--- config.mk ---
export PLATFORM = sky130hd
export DESIGN_NAME = tlip_controller
export DESIGN_NICKNAME = d
export VERILOG_FILES = /design/src/pkg/tlip_pkg.sv /design/src/tlip_controller.sv
export SDC_FILE = /design/constraint.sdc
export NUM_CORES = 1
export LEC_CHECK = 0
export BUFFER_PORTS_ARGS = -buffer_cell sky130_fd_sc_hd__buf_2
export CAP_MARGIN = 20
export CORE_ASPECT_RATIO = 1.4
export CORE_UTILIZATION = 35
export DETAILED_ROUTE_END_ITERATION = 6
export GPL_ROUTABILITY_DRIVEN = 0
export GPL_TIMING_DRIVEN = 0
export PLACE_DENSITY = 0.73
export SYNTH_ARGS = -nofsm -noshare
export SYNTH_HDL_FRONTEND = slang
export SYNTH_SLANG_ARGS = --single-unit
--- constraint.sdc ---
create_clock -name ref_clk -period 2.1 [get_ports ref_clk]
set_clock_uncertainty 0.05 [all_clocks]
set_input_delay 0.105 -clock ref_clk [delete_from_list [all_inputs] [get_ports ref_clk]]
set_output_delay 0.105 -clock ref_clk [all_outputs]
set_load 0.01 [all_outputs]
--- src/pkg/tlip_pkg.sv ---
// package of constants and types for the two-level interrupt priority controller
package tlip_pkg;

    // ************************************************************
    // sizes
    // ************************************************************
    localparam int NUM_SOURCES = 16;                 // distinct interrupt sources
    localparam int VEC_WIDTH   = 16;                 // handler address width

    // ************************************************************
    // reset values
    // ************************************************************
    localparam logic [7:0]  PRIO_FIRST_RESET  = 8'h00;     // all low after reset
    localparam logic [7:0]  PRIO_SECOND_RESET = 8'h00;     // all low after reset
    localparam logic [15:0] ENABLE_RESET      = 16'h0000;  // all sources masked
    localparam logic [15:0] PENDING_RESET     = 16'h0000;  // nothing pending

    // ************************************************************
    // timing: one cycle to detect, four for the long call
    // ************************************************************
    localparam int DETECT_CYCLES    = 1;
    localparam int LONG_CALL_CYCLES = 4;
    localparam logic [2:0] CALL_COUNT_LAST = 3'(LONG_CALL_CYCLES - 1);

    // ************************************************************
    // default vector table (handler address = 0x0003 + 8*index)
    // and default same-level order (index 0 ranks first)
    // ************************************************************
    localparam logic [15:0] VECTOR_BASE = 16'h0003;
    localparam logic [15:0] VECTOR_STEP = 16'h0008;

    // state of the vectoring sequencer
    typedef enum logic [3:0] {
        TLIP_IDLE = 4'b0001,   // watching for a request
        TLIP_CALL = 4'b0010,   // long call in progress
        TLIP_RET  = 4'b0100,   // return seen, one instruction must finish
        TLIP_HOLD = 4'b1000    // waiting for that instruction to end
    } tlip_state_type;

    // request presented to the core
    typedef struct packed {
        logic                   valid;   // call in progress
        logic                   high;    // level of the source called
        logic [3:0]             source;  // source index
        logic [VEC_WIDTH-1:0]   vector;  // handler address
    } tlip_call_type;

endpackage

--- src/tlip_controller.sv ---
// two-level interrupt priority controller with vectoring toward the cpu core
`timescale 1ns/1ps

// How it works
// - sixteen sources, own flag, vector, rank
// - software-set flag requests like hardware
// - vector to the winning source's handler
// - each source low or high level
// - high request preempts running low handler
// - nothing preempts a running high handler
// - one priority bit per source, two registers
// - all sources low priority after reset
// - high level wins simultaneous mixed requests
// - fixed rank breaks same-level ties
// - decode every cycle, four-cycle call
// - one instruction after return before call
// - equal-or-lower level waits return plus instruction
module tlip_controller #(
    // rank order: entry k holds the source index with rank k (0 best)
    parameter logic [63:0]  RANK_ORDER = 64'hFEDC_BA98_7654_3210,
    // handler address per source, source 0 in the low bits
    parameter logic [255:0] VECTORS    = {
        16'h007B, 16'h0073, 16'h006B, 16'h0063, 16'h005B, 16'h0053, 16'h004B, 16'h0043,
        16'h003B, 16'h0033, 16'h002B, 16'h0023, 16'h001B, 16'h0013, 16'h000B, 16'h0003}
) (
    // clock and reset
    input  wire logic                         ref_clk,
    input  wire logic                         reset,
    // event sources and software writes
    input  wire logic [15:0]                  hwEvent,         // one-cycle hardware set pulses
    input  wire logic [15:0]                  swSetPending,    // software writes a one
    input  wire logic [15:0]                  swClearPending,  // software writes a zero
    // configuration
    input  wire logic                         globalEnable,
    input  wire logic [15:0]                  sourceEnable,
    input  wire logic                         prioWriteFirst,  // load first priority register
    input  wire logic                         prioWriteSecond, // load second priority register
    input  wire logic [7:0]                   prioWriteData,
    // cpu core handshake
    input  wire logic                         instrDone,       // pulse: an instruction completed
    input  wire logic                         returnFromHandler, // pulse: return executed
    // outputs toward the core and software
    output tlip_pkg::tlip_call_type           callReq,
    output logic [15:0]                       pending,
    output logic [7:0]                        priorityLevelBitsFirst,
    output logic [7:0]                        priorityLevelBitsSecond,
    output logic [1:0]                        activeLevels     // bit1 high running, bit0 low running
);
    import tlip_pkg::*;

    // ************************************************************
    // pending flags and priority registers
    // ************************************************************
    logic [15:0] next_pending;
    logic [7:0]  next_prioFirst;
    logic [7:0]  next_prioSecond;
    logic [15:0] level;          // one per source, 1 = high
    logic [15:0] req;            // qualified requests

    // arbitration results live here: the flag logic below clears the winner's flag
    // when its call starts, so they must be declared before that process
    logic        winValid;       // some qualified request exists
    logic        winHigh;        // the winner sits at the high level
    logic [3:0]  winSrc;         // index of the winning source
    logic        startCall;      // a call to the winner begins this cycle

    // flags: set beats clear, taken flag cleared on call start
    always_comb begin
        next_pending    = pending & ~swClearPending;
        next_pending    = next_pending | hwEvent | swSetPending;
        next_prioFirst  = prioWriteFirst  ? prioWriteData : priorityLevelBitsFirst;
        next_prioSecond = prioWriteSecond ? prioWriteData : priorityLevelBitsSecond;
        if (startCall) begin
            // hardware clears the serviced flag; a fresh event still wins
            next_pending[winSrc] = hwEvent[winSrc] | swSetPending[winSrc];
        end
    end

    // register flags and priority bits
    always_ff @(posedge ref_clk) begin
        if (reset) begin
            pending                 <= PENDING_RESET;
            priorityLevelBitsFirst  <= PRIO_FIRST_RESET;
            priorityLevelBitsSecond <= PRIO_SECOND_RESET;
        end else begin
            pending                 <= next_pending;
            priorityLevelBitsFirst  <= next_prioFirst;
            priorityLevelBitsSecond <= next_prioSecond;
        end
    end

    // bit i of the pair is source i; the second register covers sources 8 to 15
    assign level = {priorityLevelBitsSecond, priorityLevelBitsFirst};
    assign req   = pending & sourceEnable & {16{globalEnable}};

    // ************************************************************
    // arbitration, re-evaluated each cycle
    // ************************************************************
    // scan the rank table; high level beats any low, rank breaks ties
    // two passes cost a little logic but keep the level rule obvious
    always_comb begin
        logic [3:0] idx;
        idx      = 4'h0;
        winValid = 1'b0;
        winHigh  = 1'b0;
        winSrc   = 4'h0;
        for (int k = NUM_SOURCES - 1; k >= 0; k--) begin
            idx = RANK_ORDER[4*k +: 4];
            if (req[idx] && level[idx]) begin
                winValid = 1'b1;
                winHigh  = 1'b1;
                winSrc   = idx;
            end
        end
        if (!winValid) begin
            for (int k = NUM_SOURCES - 1; k >= 0; k--) begin
                idx = RANK_ORDER[4*k +: 4];
                if (req[idx]) begin
                    winValid = 1'b1;
                    winSrc   = idx;
                end
            end
        end
    end

    // ************************************************************
    // vectoring sequencer and handler nesting
    // ************************************************************
    tlip_state_type state;
    tlip_state_type next_state;
    tlip_call_type  next_callReq;
    logic [2:0]     callCount;
    logic [2:0]     next_callCount;
    logic [1:0]     next_activeLevels;
    logic           canPreempt;      // winner may enter above the running level

    // a request may enter only above the running level
    always_comb begin
        if (activeLevels[1])
            canPreempt = 1'b0;
        else if (activeLevels[0])
            canPreempt = winHigh;
        else
            canPreempt = 1'b1;
        // a return in the same cycle takes the idle slot; starting now would clear
        // the winner's flag although no call follows
        startCall = (state == TLIP_IDLE) && winValid && canPreempt && !returnFromHandler;
    end

    // next state; the return path forces one instruction before a call
    // limitation: a return is only heard in idle; the core never returns mid-call
    always_comb begin
        next_state        = state;
        next_callReq      = callReq;
        next_callCount    = callCount;
        next_activeLevels = activeLevels;
        case (state)
            TLIP_IDLE: begin
                if (returnFromHandler) begin
                    // the innermost level ends: high if running, else low
                    if (activeLevels[1])
                        next_activeLevels[1] = 1'b0;
                    else
                        next_activeLevels[0] = 1'b0;
                    next_state = TLIP_RET;
                end else if (startCall) begin
                    next_callReq.valid  = 1'b1;
                    next_callReq.high   = winHigh;
                    next_callReq.source = winSrc;
                    next_callReq.vector = VECTORS[16*winSrc +: 16];
                    next_callCount      = 3'h0;
                    next_state          = TLIP_CALL;
                    if (winHigh)
                        next_activeLevels[1] = 1'b1;
                    else
                        next_activeLevels[0] = 1'b1;
                end
            end
            TLIP_CALL: begin
                // hold the call for the long-call cycles
                if (callCount == CALL_COUNT_LAST) begin
                    next_callReq.valid = 1'b0;
                    next_state         = TLIP_IDLE;
                end else begin
                    next_callCount = callCount + 3'h1;
                end
            end
            TLIP_RET: begin
                // the return itself may still report done; skip it
                next_state = TLIP_HOLD;
            end
            TLIP_HOLD: begin
                // one more instruction must complete before any call
                if (instrDone)
                    next_state = TLIP_IDLE;
            end
            default: begin
                next_state = TLIP_IDLE;
            end
        endcase
    end

    // register the sequencer; reset drops any call in flight and all nesting
    always_ff @(posedge ref_clk) begin
        if (reset) begin
            state        <= TLIP_IDLE;
            callReq      <= '0;
            callCount    <= 3'h0;
            activeLevels <= 2'b00;
        end else begin
            state        <= next_state;
            callReq      <= next_callReq;
            callCount    <= next_callCount;
            activeLevels <= next_activeLevels;
        end
    end

endmodule

==> results.sh, run 1 <==
export IMPL_outcome="finished, violations left"
export IMPL_violations="negative hold slack, negative setup slack"
export IMPL_hp_class="input pin to register"
export IMPL_avgSynthCellArea_um2=8.27
export IMPL_placed_cells=575
export IMPL_core_area_um2=7850
export IMPL_synth_cell_types=60
export IMPL_crit_path_start_kind="register"
export IMPL_overflow=0
export IMPL_setup_viol=19
export IMPL_clock_path_buffers=2
export IMPL_ys_seq_area_share_pct=33.6
export IMPL_synthArstFlopShare_pct=0
export IMPL_fp_dieH_um=109
export IMPL_leakage_nw=2.10
export IMPL_arrival_ns=2.45
export IMPL_syn2layout_area_growth_pct=57.5
export IMPL_powerDensity_nw_per_um2=727
export IMPL_synthFlopType="dfxtp_1"
export IMPL_antenna_found_initial=0
export IMPL_final_nets=611
export IMPL_finalHoldViolCount=3
export IMPL_yosysMostFrequentCell="dfxtp_1"
export IMPL_drc=0
export IMPL_crit_slowest_cell="a211oi_4"
export IMPL_path_cells="nand4_1 -> nand4_2 -> buf_4 -> nor2_1 -> a211oi_4 -> buf_4 -> nand2_2 -> o311a_1"
export IMPL_die_w_um=78.4
export IMPL_final_core_util_pct=57.5
export IMPL_cts_root_buf="clkbuf_8"
export IMPL_criticalPathCategory="register to register"
export IMPL_wl_um=11200
export IMPL_n_antenna_cell=0
export IMPL_yosys_area_top_type="dfxtp_1"
export IMPL_final_layout_size_suffix_gt1_share_pct=47.3
export IMPL_synth_seq_cells=48
export IMPL_vdd_ir_drop_max_v=0.000480
export IMPL_yosysTopAreaCellShare_pct=33.6
export IMPL_period_needed_ns=2.30
export IMPL_slew_headroom_pct=61.3
export IMPL_h_tree_depth=2
export IMPL_wl_met2_um=5960
export IMPL_clk_pin_slew_ns=0.10
export IMPL_route_met3_wl_um=791
export IMPL_netlist_top_cells_count="dfxtp_1, nor2_1, a21oi_1"
export IMPL_dieArea_um2=8550
export IMPL_rsz0062_at_grt="yes"
export IMPL_dp_hpwl_um=7510
export IMPL_vias_per_cell=5.69
export IMPL_cpMostUsedCell="buf_4"
export IMPL_final_antenna_net_count=0
export IMPL_clock_fmax_mhz=436
export IMPL_grt_pass1_vias=3371
export IMPL_drtPass1Iterations=5
export IMPL_critPathMaxStageDelay_ns=0.45
export IMPL_worstMarginPinSlew_ns=0.580
export IMPL_grt_start_max_net_pins=17
export IMPL_path_max_fanout=6
export IMPL_syn_area_um2=2860
export IMPL_via_count=3591
export IMPL_wl_per_cell_um=17.7
export IMPL_design_area_um2=4510
export IMPL_maxSlewViolCount=0
export IMPL_start_util_pct=36.5
export IMPL_cp_end_kind="register"
export IMPL_yosys_top_cells_area="dfxtp_1, nor2_1, mux2i_1, a21oi_1, buf_4"
export IMPL_maxCapViolations=0
export IMPL_dpl_cell_area_um2=3640
export IMPL_holdWs_ns=-0.00662
export IMPL_period_share_pct=109
export IMPL_wl_met1_um=3870
export IMPL_final_cells=631
export IMPL_cts_buffers=5
export IMPL_worstPathRequired_ns=2.26
export IMPL_cts_sinks=48
export IMPL_synth_cells=346
export IMPL_grt_util_all_layers_pct=24.5
export IMPL_io_buffers=120
export IMPL_dr_max_layer_used="met4"
export IMPL_layout_setup_ws_ns=-0.196
export IMPL_dp_slack_ns=-0.346
export IMPL_ys_warn_count=0
export IMPL_drt_iter0_drc=315
export IMPL_synth_edf_count=0
export IMPL_cts_tree="done"
export IMPL_pin_count=135
export IMPL_clkLatencyLatePin_ns=0.32
export IMPL_placementRows=38
export IMPL_grt_first_pass_wirelength_um=16200
-- state kept, by name, indices dropped and copies added (netlist names) --
name,count
activeLevels,2
callCount,3
callReq,7
pending,16
priorityLevelBitsFirst,8
priorityLevelBitsSecond,8
state,4
-- metal layers --
metal | up-vias | global-route usage [%]
li1 | 1628 | -
met1 | 1675 | 25.6
met2 | 229 | 46.1
met3 | 59 | 3.85
met4 | 0 | 13.9
met5 | - | 0
-- cells by family (layout without fill, tap and decap cells) --
logic type      Yosys count  after routing  share of synthesized area [%]
mux                      16             16                           5.60
xor+xnor                  1              1                          0.306
flops                    48             48                           33.6
buf+inv                  34            210                           7.00
simple gates            141            141                           27.2
fa+ha+maj                 2              2                          0.874
other cells               1             10                          0.131
compound gates          103            103                           25.3
-- power by group --
part | internal, W | switching [W] | total, W | leakage (nW)
clock | 0.000480 | 0.000345 | 0.000824 | 0.0687
sequential | 0.00102 | 0.000148 | 0.00117 | 0.404
combinational | 0.000602 | 0.000679 | 0.00128 | 1.62
-- through the flow --
step / power (W) / TNS [ns] / hold slack (ns)
6_report: 0.00328 / -2.30 / -0.00662
4_1_cts: 0.00309 / -0.473 / 0.000334
3_3_place_gp: 0.00204 / -3.91 / 0.276
5_1_grt: 0.00341 / -4.34 / 0.00465
2_1_floorplan: 0.00172 / 0 / 0.152
3_5_place_dp: 0.00207 / -4.63 / 0.279
-- area by class of cell --
class	instances	area (um^2)
plain buffers	26	170
clock buffers	5	68.8
clock inverters	3	68.8
fillers	682	3340
inverters	8	30.0
multi-input cells	273	2010
flip-flops and latches	48	1010
well taps	100	125
repair buffers	168	1020
-- timing repair --
| action | 4_1_cts | 5_1_grt |
|---|---|---|
| pin swaps | 43 | 18 |
| hold buffers | 17 | 0 |
| gates resized for setup | 62 | 24 |
| hold endpoints to repair | 13 | 0 |
| setup endpoints to repair | 24 | 25 |
| buffers inserted | 23 | 8 |
-- worst max-delay path: cells and delay by family, from the launching register on --
family	cells	cell delay, ns
AOI/OAI and AO/OA	2	0.80
buffers and inverters	2	0.35
DFF	1	0.37
and+or+nand+nor	4	0.62
-- final timing paths --
path                                          startpoint                  endpoint  slack [ns]  depth (start not counted)
worst min register to register  callReq[21]$_SDFFE_PP0P_  callReq[21]$_SDFFE_PP0P_        0.41                          2
worst max register to register     pending[7]$_SDFF_PP0_     pending[4]$_SDFF_PP0_       -0.20                          8
worst max-delay path               pending[7]$_SDFF_PP0_     pending[4]$_SDFF_PP0_       -0.20                          8
worst min-delay path                     swSetPending[0]     pending[0]$_SDFF_PP0_      -0.007                          3
-- cells in the final DEF (no fill, tap or decap), types with 14 or more instances in the layout --
cell           netlist  layout
a21oi_1             23      23
buf_2                1     121
buf_4               15      43
dfxtp_1             48      28
dlygate4sd3_1        0      17
mux2i_1             16      16
nand2_1             21      17
nand4_1             17      17
nor2_1              47      46
nor2b_1             14      14
Note: power is estimated with default switching activity, not from simulation.
==> run 2: changes to the inputs <==
ABC_AREA = 1   (was unset)
==> results.sh, run 2 <==
export IMPL_outcome="finished, violations left"
export IMPL_violations="design-rule violations, negative setup slack"
export IMPL_setup_viol=30
export IMPL_crit_path_start_kind="register"
export IMPL_die_w_um=80.3
export IMPL_largest_reg_flops=16
export IMPL_maxSlewViolCount=0
export IMPL_drt_iter0_drc=190
export IMPL_cts_buffers=5
export IMPL_grt_first_pass_wirelength_um=15400
export IMPL_critPathBufInv=3
export IMPL_clock_path_buffers=2
export IMPL_hp_class="input pin to register"
export IMPL_final_layout_size_suffix_gt1_share_pct=39.0
export IMPL_grt_start_max_net_pins=16
export IMPL_layout_commonest_cell="buf_2"
export IMPL_period_needed_ns=3.45
export IMPL_overflow=0
export IMPL_via_count=3791
export IMPL_regMostFlops="pending"
export IMPL_final_core_util_pct=53.5
export IMPL_layout_setup_ws_ns=-1.35
export IMPL_powerDensity_nw_per_um2=859
export IMPL_n_antenna_cell=0
export IMPL_clock_fmax_mhz=290
export IMPL_vias_per_cell=5.17
export IMPL_wl_um=10300
export IMPL_placementRows=39
export IMPL_clk_pin_slew_ns=0.06
export IMPL_finalHoldViolCount=0
export IMPL_worstMarginPinSlew_ns=0.522
export IMPL_cts_sinks=48
export IMPL_n_fill_cell=814
export IMPL_core_area_um2=8250
export IMPL_path_delay_family="simple AND/OR/NAND/NOR gates"
export IMPL_fp_dieH_um=112
export IMPL_pin_count=135
export IMPL_maxCapViolations=0
export IMPL_path_cells="nand2_2 -> nor2_4 -> nand2_2 -> buf_4 -> a31oi_2 -> nor2_1 -> nor2_1 -> nor2_1 -> o21bai_1 -> a31oi_1 -> nor2_1 -> nor2_1 -> nor2_1 -> nor2_1 -> o211ai_1 -> and2_4 -> clkinv_1 -> nand4_1 -> nand2_1 -> o21ai_1 -> nand2_1 -> nor2_4 -> buf_12 -> a21oi_2"
export IMPL_leakage_nw=2.29
export IMPL_worstPathRequired_ns=2.23
export IMPL_synth_cell_types=35
export IMPL_yosys_top_cells_area="dfxtp_1, nor2_1, nand2_1, o21ai_0, inv_1"
export IMPL_cp_end_kind="register"
export IMPL_critPathMaxStageDelay_ns=0.34
export IMPL_arrival_ns=3.57
export IMPL_grt_pass1_vias=3532
export IMPL_io_buffers=124
export IMPL_antenna_found_initial=0
export IMPL_yosys_area_top_type="dfxtp_1"
export IMPL_start_util_pct=36.4
export IMPL_layout_common_cells="buf_2, nor2_1, nand2_1"
export IMPL_drtPass1Iterations=7
export IMPL_yosysMostFrequentCell="nor2_1"
export IMPL_period_share_pct=164
export IMPL_rsz0062_at_grt="yes"
export IMPL_netlist_top_cells_count="nor2_1, nand2_1, o21ai_0"
export IMPL_final_antenna_net_count=0
export IMPL_synthFlopType="dfxtp_1"
export IMPL_ys_warn_count=0
export IMPL_criticalPathCategory="register to register"
export IMPL_crit_slowest_cell="dfxtp_2"
export IMPL_placed_cells=699
export IMPL_final_nets=711
export IMPL_yosysTopAreaCellShare_pct=32.0
export IMPL_cts_tree="done"
export IMPL_grt_util_all_layers_pct=22.3
export IMPL_synth_seq_cells=48
export IMPL_synth_edf_count=0
export IMPL_dieArea_um2=8960
export IMPL_syn2layout_area_growth_pct=47.0
export IMPL_top_regs="pending: 16 flops, priorityLevelBitsFirst: 8 flops, priorityLevelBitsSecond: 8 flops"
export IMPL_final_cells=733
export IMPL_dp_hpwl_um=7500
export IMPL_cpMostUsedCell="nor2_1"
export IMPL_h_tree_depth=2
export IMPL_wl_per_cell_um=14.0
export IMPL_vdd_ir_drop_max_v=0.000628
export IMPL_avgSynthCellArea_um2=6.47
export IMPL_cts_root_buf="clkbuf_16"
export IMPL_synthArstFlopShare_pct=0
export IMPL_drc=1
export IMPL_path_max_fanout=10
export IMPL_synth_cells=464
export IMPL_syn_area_um2=3000
export IMPL_slew_headroom_pct=65.0
export IMPL_ys_seq_area_share_pct=32.0
export IMPL_clkLatencyLatePin_ns=0.29
[run 2: changes by cell type after synthesis, sizes merged, moves of 6 or more]
cell / change
nand2: +60
nor2: +51
inv: +44
o21ai: +25
nand3: +19
mux2i: -16
nor2b: -14
a22o: -6
[run 2: layout make-up]
class	instances	area [um^2]	area share, %
inverter	55	216	4.90
buffer	25	214	4.85
tap	102	128	2.89
clock buffer	5	125	2.83
multi-input combinational	346	1850	42.0
timing repair buffer	149	866	19.6
sequential	48	970	22.0
clock inverter	3	42.5	0.963
[run 2: metrics by stage]
stage          cell area (um^2)  total power, W  hold slack (ns)  setup TNS [ns]  setup WS, ns
6_report                   4420         0.00379           0.0103          -25.70         -1.35
5_1_grt                    4420         0.00400           0.0275          -33.34         -1.68
4_1_cts                    4210         0.00352         0.000770          -25.73         -1.17
3_5_place_dp               3830         0.00243            0.277          -25.39         -1.38
3_3_place_gp               3830         0.00241            0.271          -24.48         -1.36
2_1_floorplan              3080         0.00202            0.133          -15.40        -0.971
[run 2: repair_timing]
| item | 4_1_cts | 5_1_grt |
|---|---|---|
| buffers inserted | 18 | 10 |
| cloned | 2 | 1 |
| gates resized for setup | 17 | 42 |
| hold buffers | 1 | 0 |
| endpoints found under the hold margin | 1 | 0 |
| pin swaps | 7 | 18 |
| endpoints found under the setup margin | 26 | 30 |
[run 2: worst paths after layout]
path / start / endpoint / slack, ns / depth (start not counted)
worst max-delay path: pending[12]$_SDFF_PP0_ / pending[10]$_SDFF_PP0_ / -1.35 / 24
worst min register to register: callReq[21]$_SDFFE_PP0P_ / callReq[21]$_SDFFE_PP0P_ / 0.45 / 2
worst min-delay path: prioWriteData[1] / priorityLevelBitsSecond[1]$_SDFFE_PP0P_ / 0.01 / 3
worst max register to register: pending[12]$_SDFF_PP0_ / pending[10]$_SDFF_PP0_ / -1.35 / 24
[run 2: layer usage]
layer | track usage [%] | share of wire [%] | vias to the layer above
li1 | - | - | 1835
met1 | 23.7 | 37 | 1736
met2 | 39.3 | 51 | 172
met3 | 3.52 | 5.7 | 48
met4 | 15.1 | 5.4 | 0
met5 | 0 | 0 | -
[run 2: power by group]
part / switching, W / internal, W / total (W)
logic: 0.000956 / 0.000781 / 0.00174
registers: 0.000112 / 0.00103 / 0.00114
clock network: 0.000352 / 0.000559 / 0.000911
total: 0.00142 / 0.00237 / 0.00379
[run 2: worst reg2reg max path: stages (launching register included)]
cell,delay [ns]
dfxtp_2,0.34
nand2_2,0.06
nor2_4,0.10
nand2_2,0.07
buf_4,0.14
a31oi_2,0.17
nor2_1,0.06
nor2_1,0.08
nor2_1,0.04
o21bai_1,0.21
a31oi_1,0.11
nor2_1,0.09
nor2_1,0.05
nor2_1,0.09
nor2_1,0.05
o211ai_1,0.20
and2_4,0.23
clkinv_1,0.27
nand4_1,0.20
nand2_1,0.06
o21ai_1,0.16
nand2_1,0.12
nor2_4,0.17
buf_12,0.16
a21oi_2,0.06
[run 2: logic make-up (layout without fill, tap and decap cells)]
| logic type | after synthesis | after routing | synth area share (%) |
|---|---|---|---|
| flip-flops | 48 | 48 | 32.0 |
| other | 1 | 10 | 0.125 |
| buffers and inverters | 80 | 237 | 13.6 |
| AO/OA/AOI/OAI | 96 | 96 | 18.4 |
| AND/OR/NAND/NOR | 237 | 238 | 35.1 |
| adder cells (fa/ha/maj) | 2 | 2 | 0.833 |
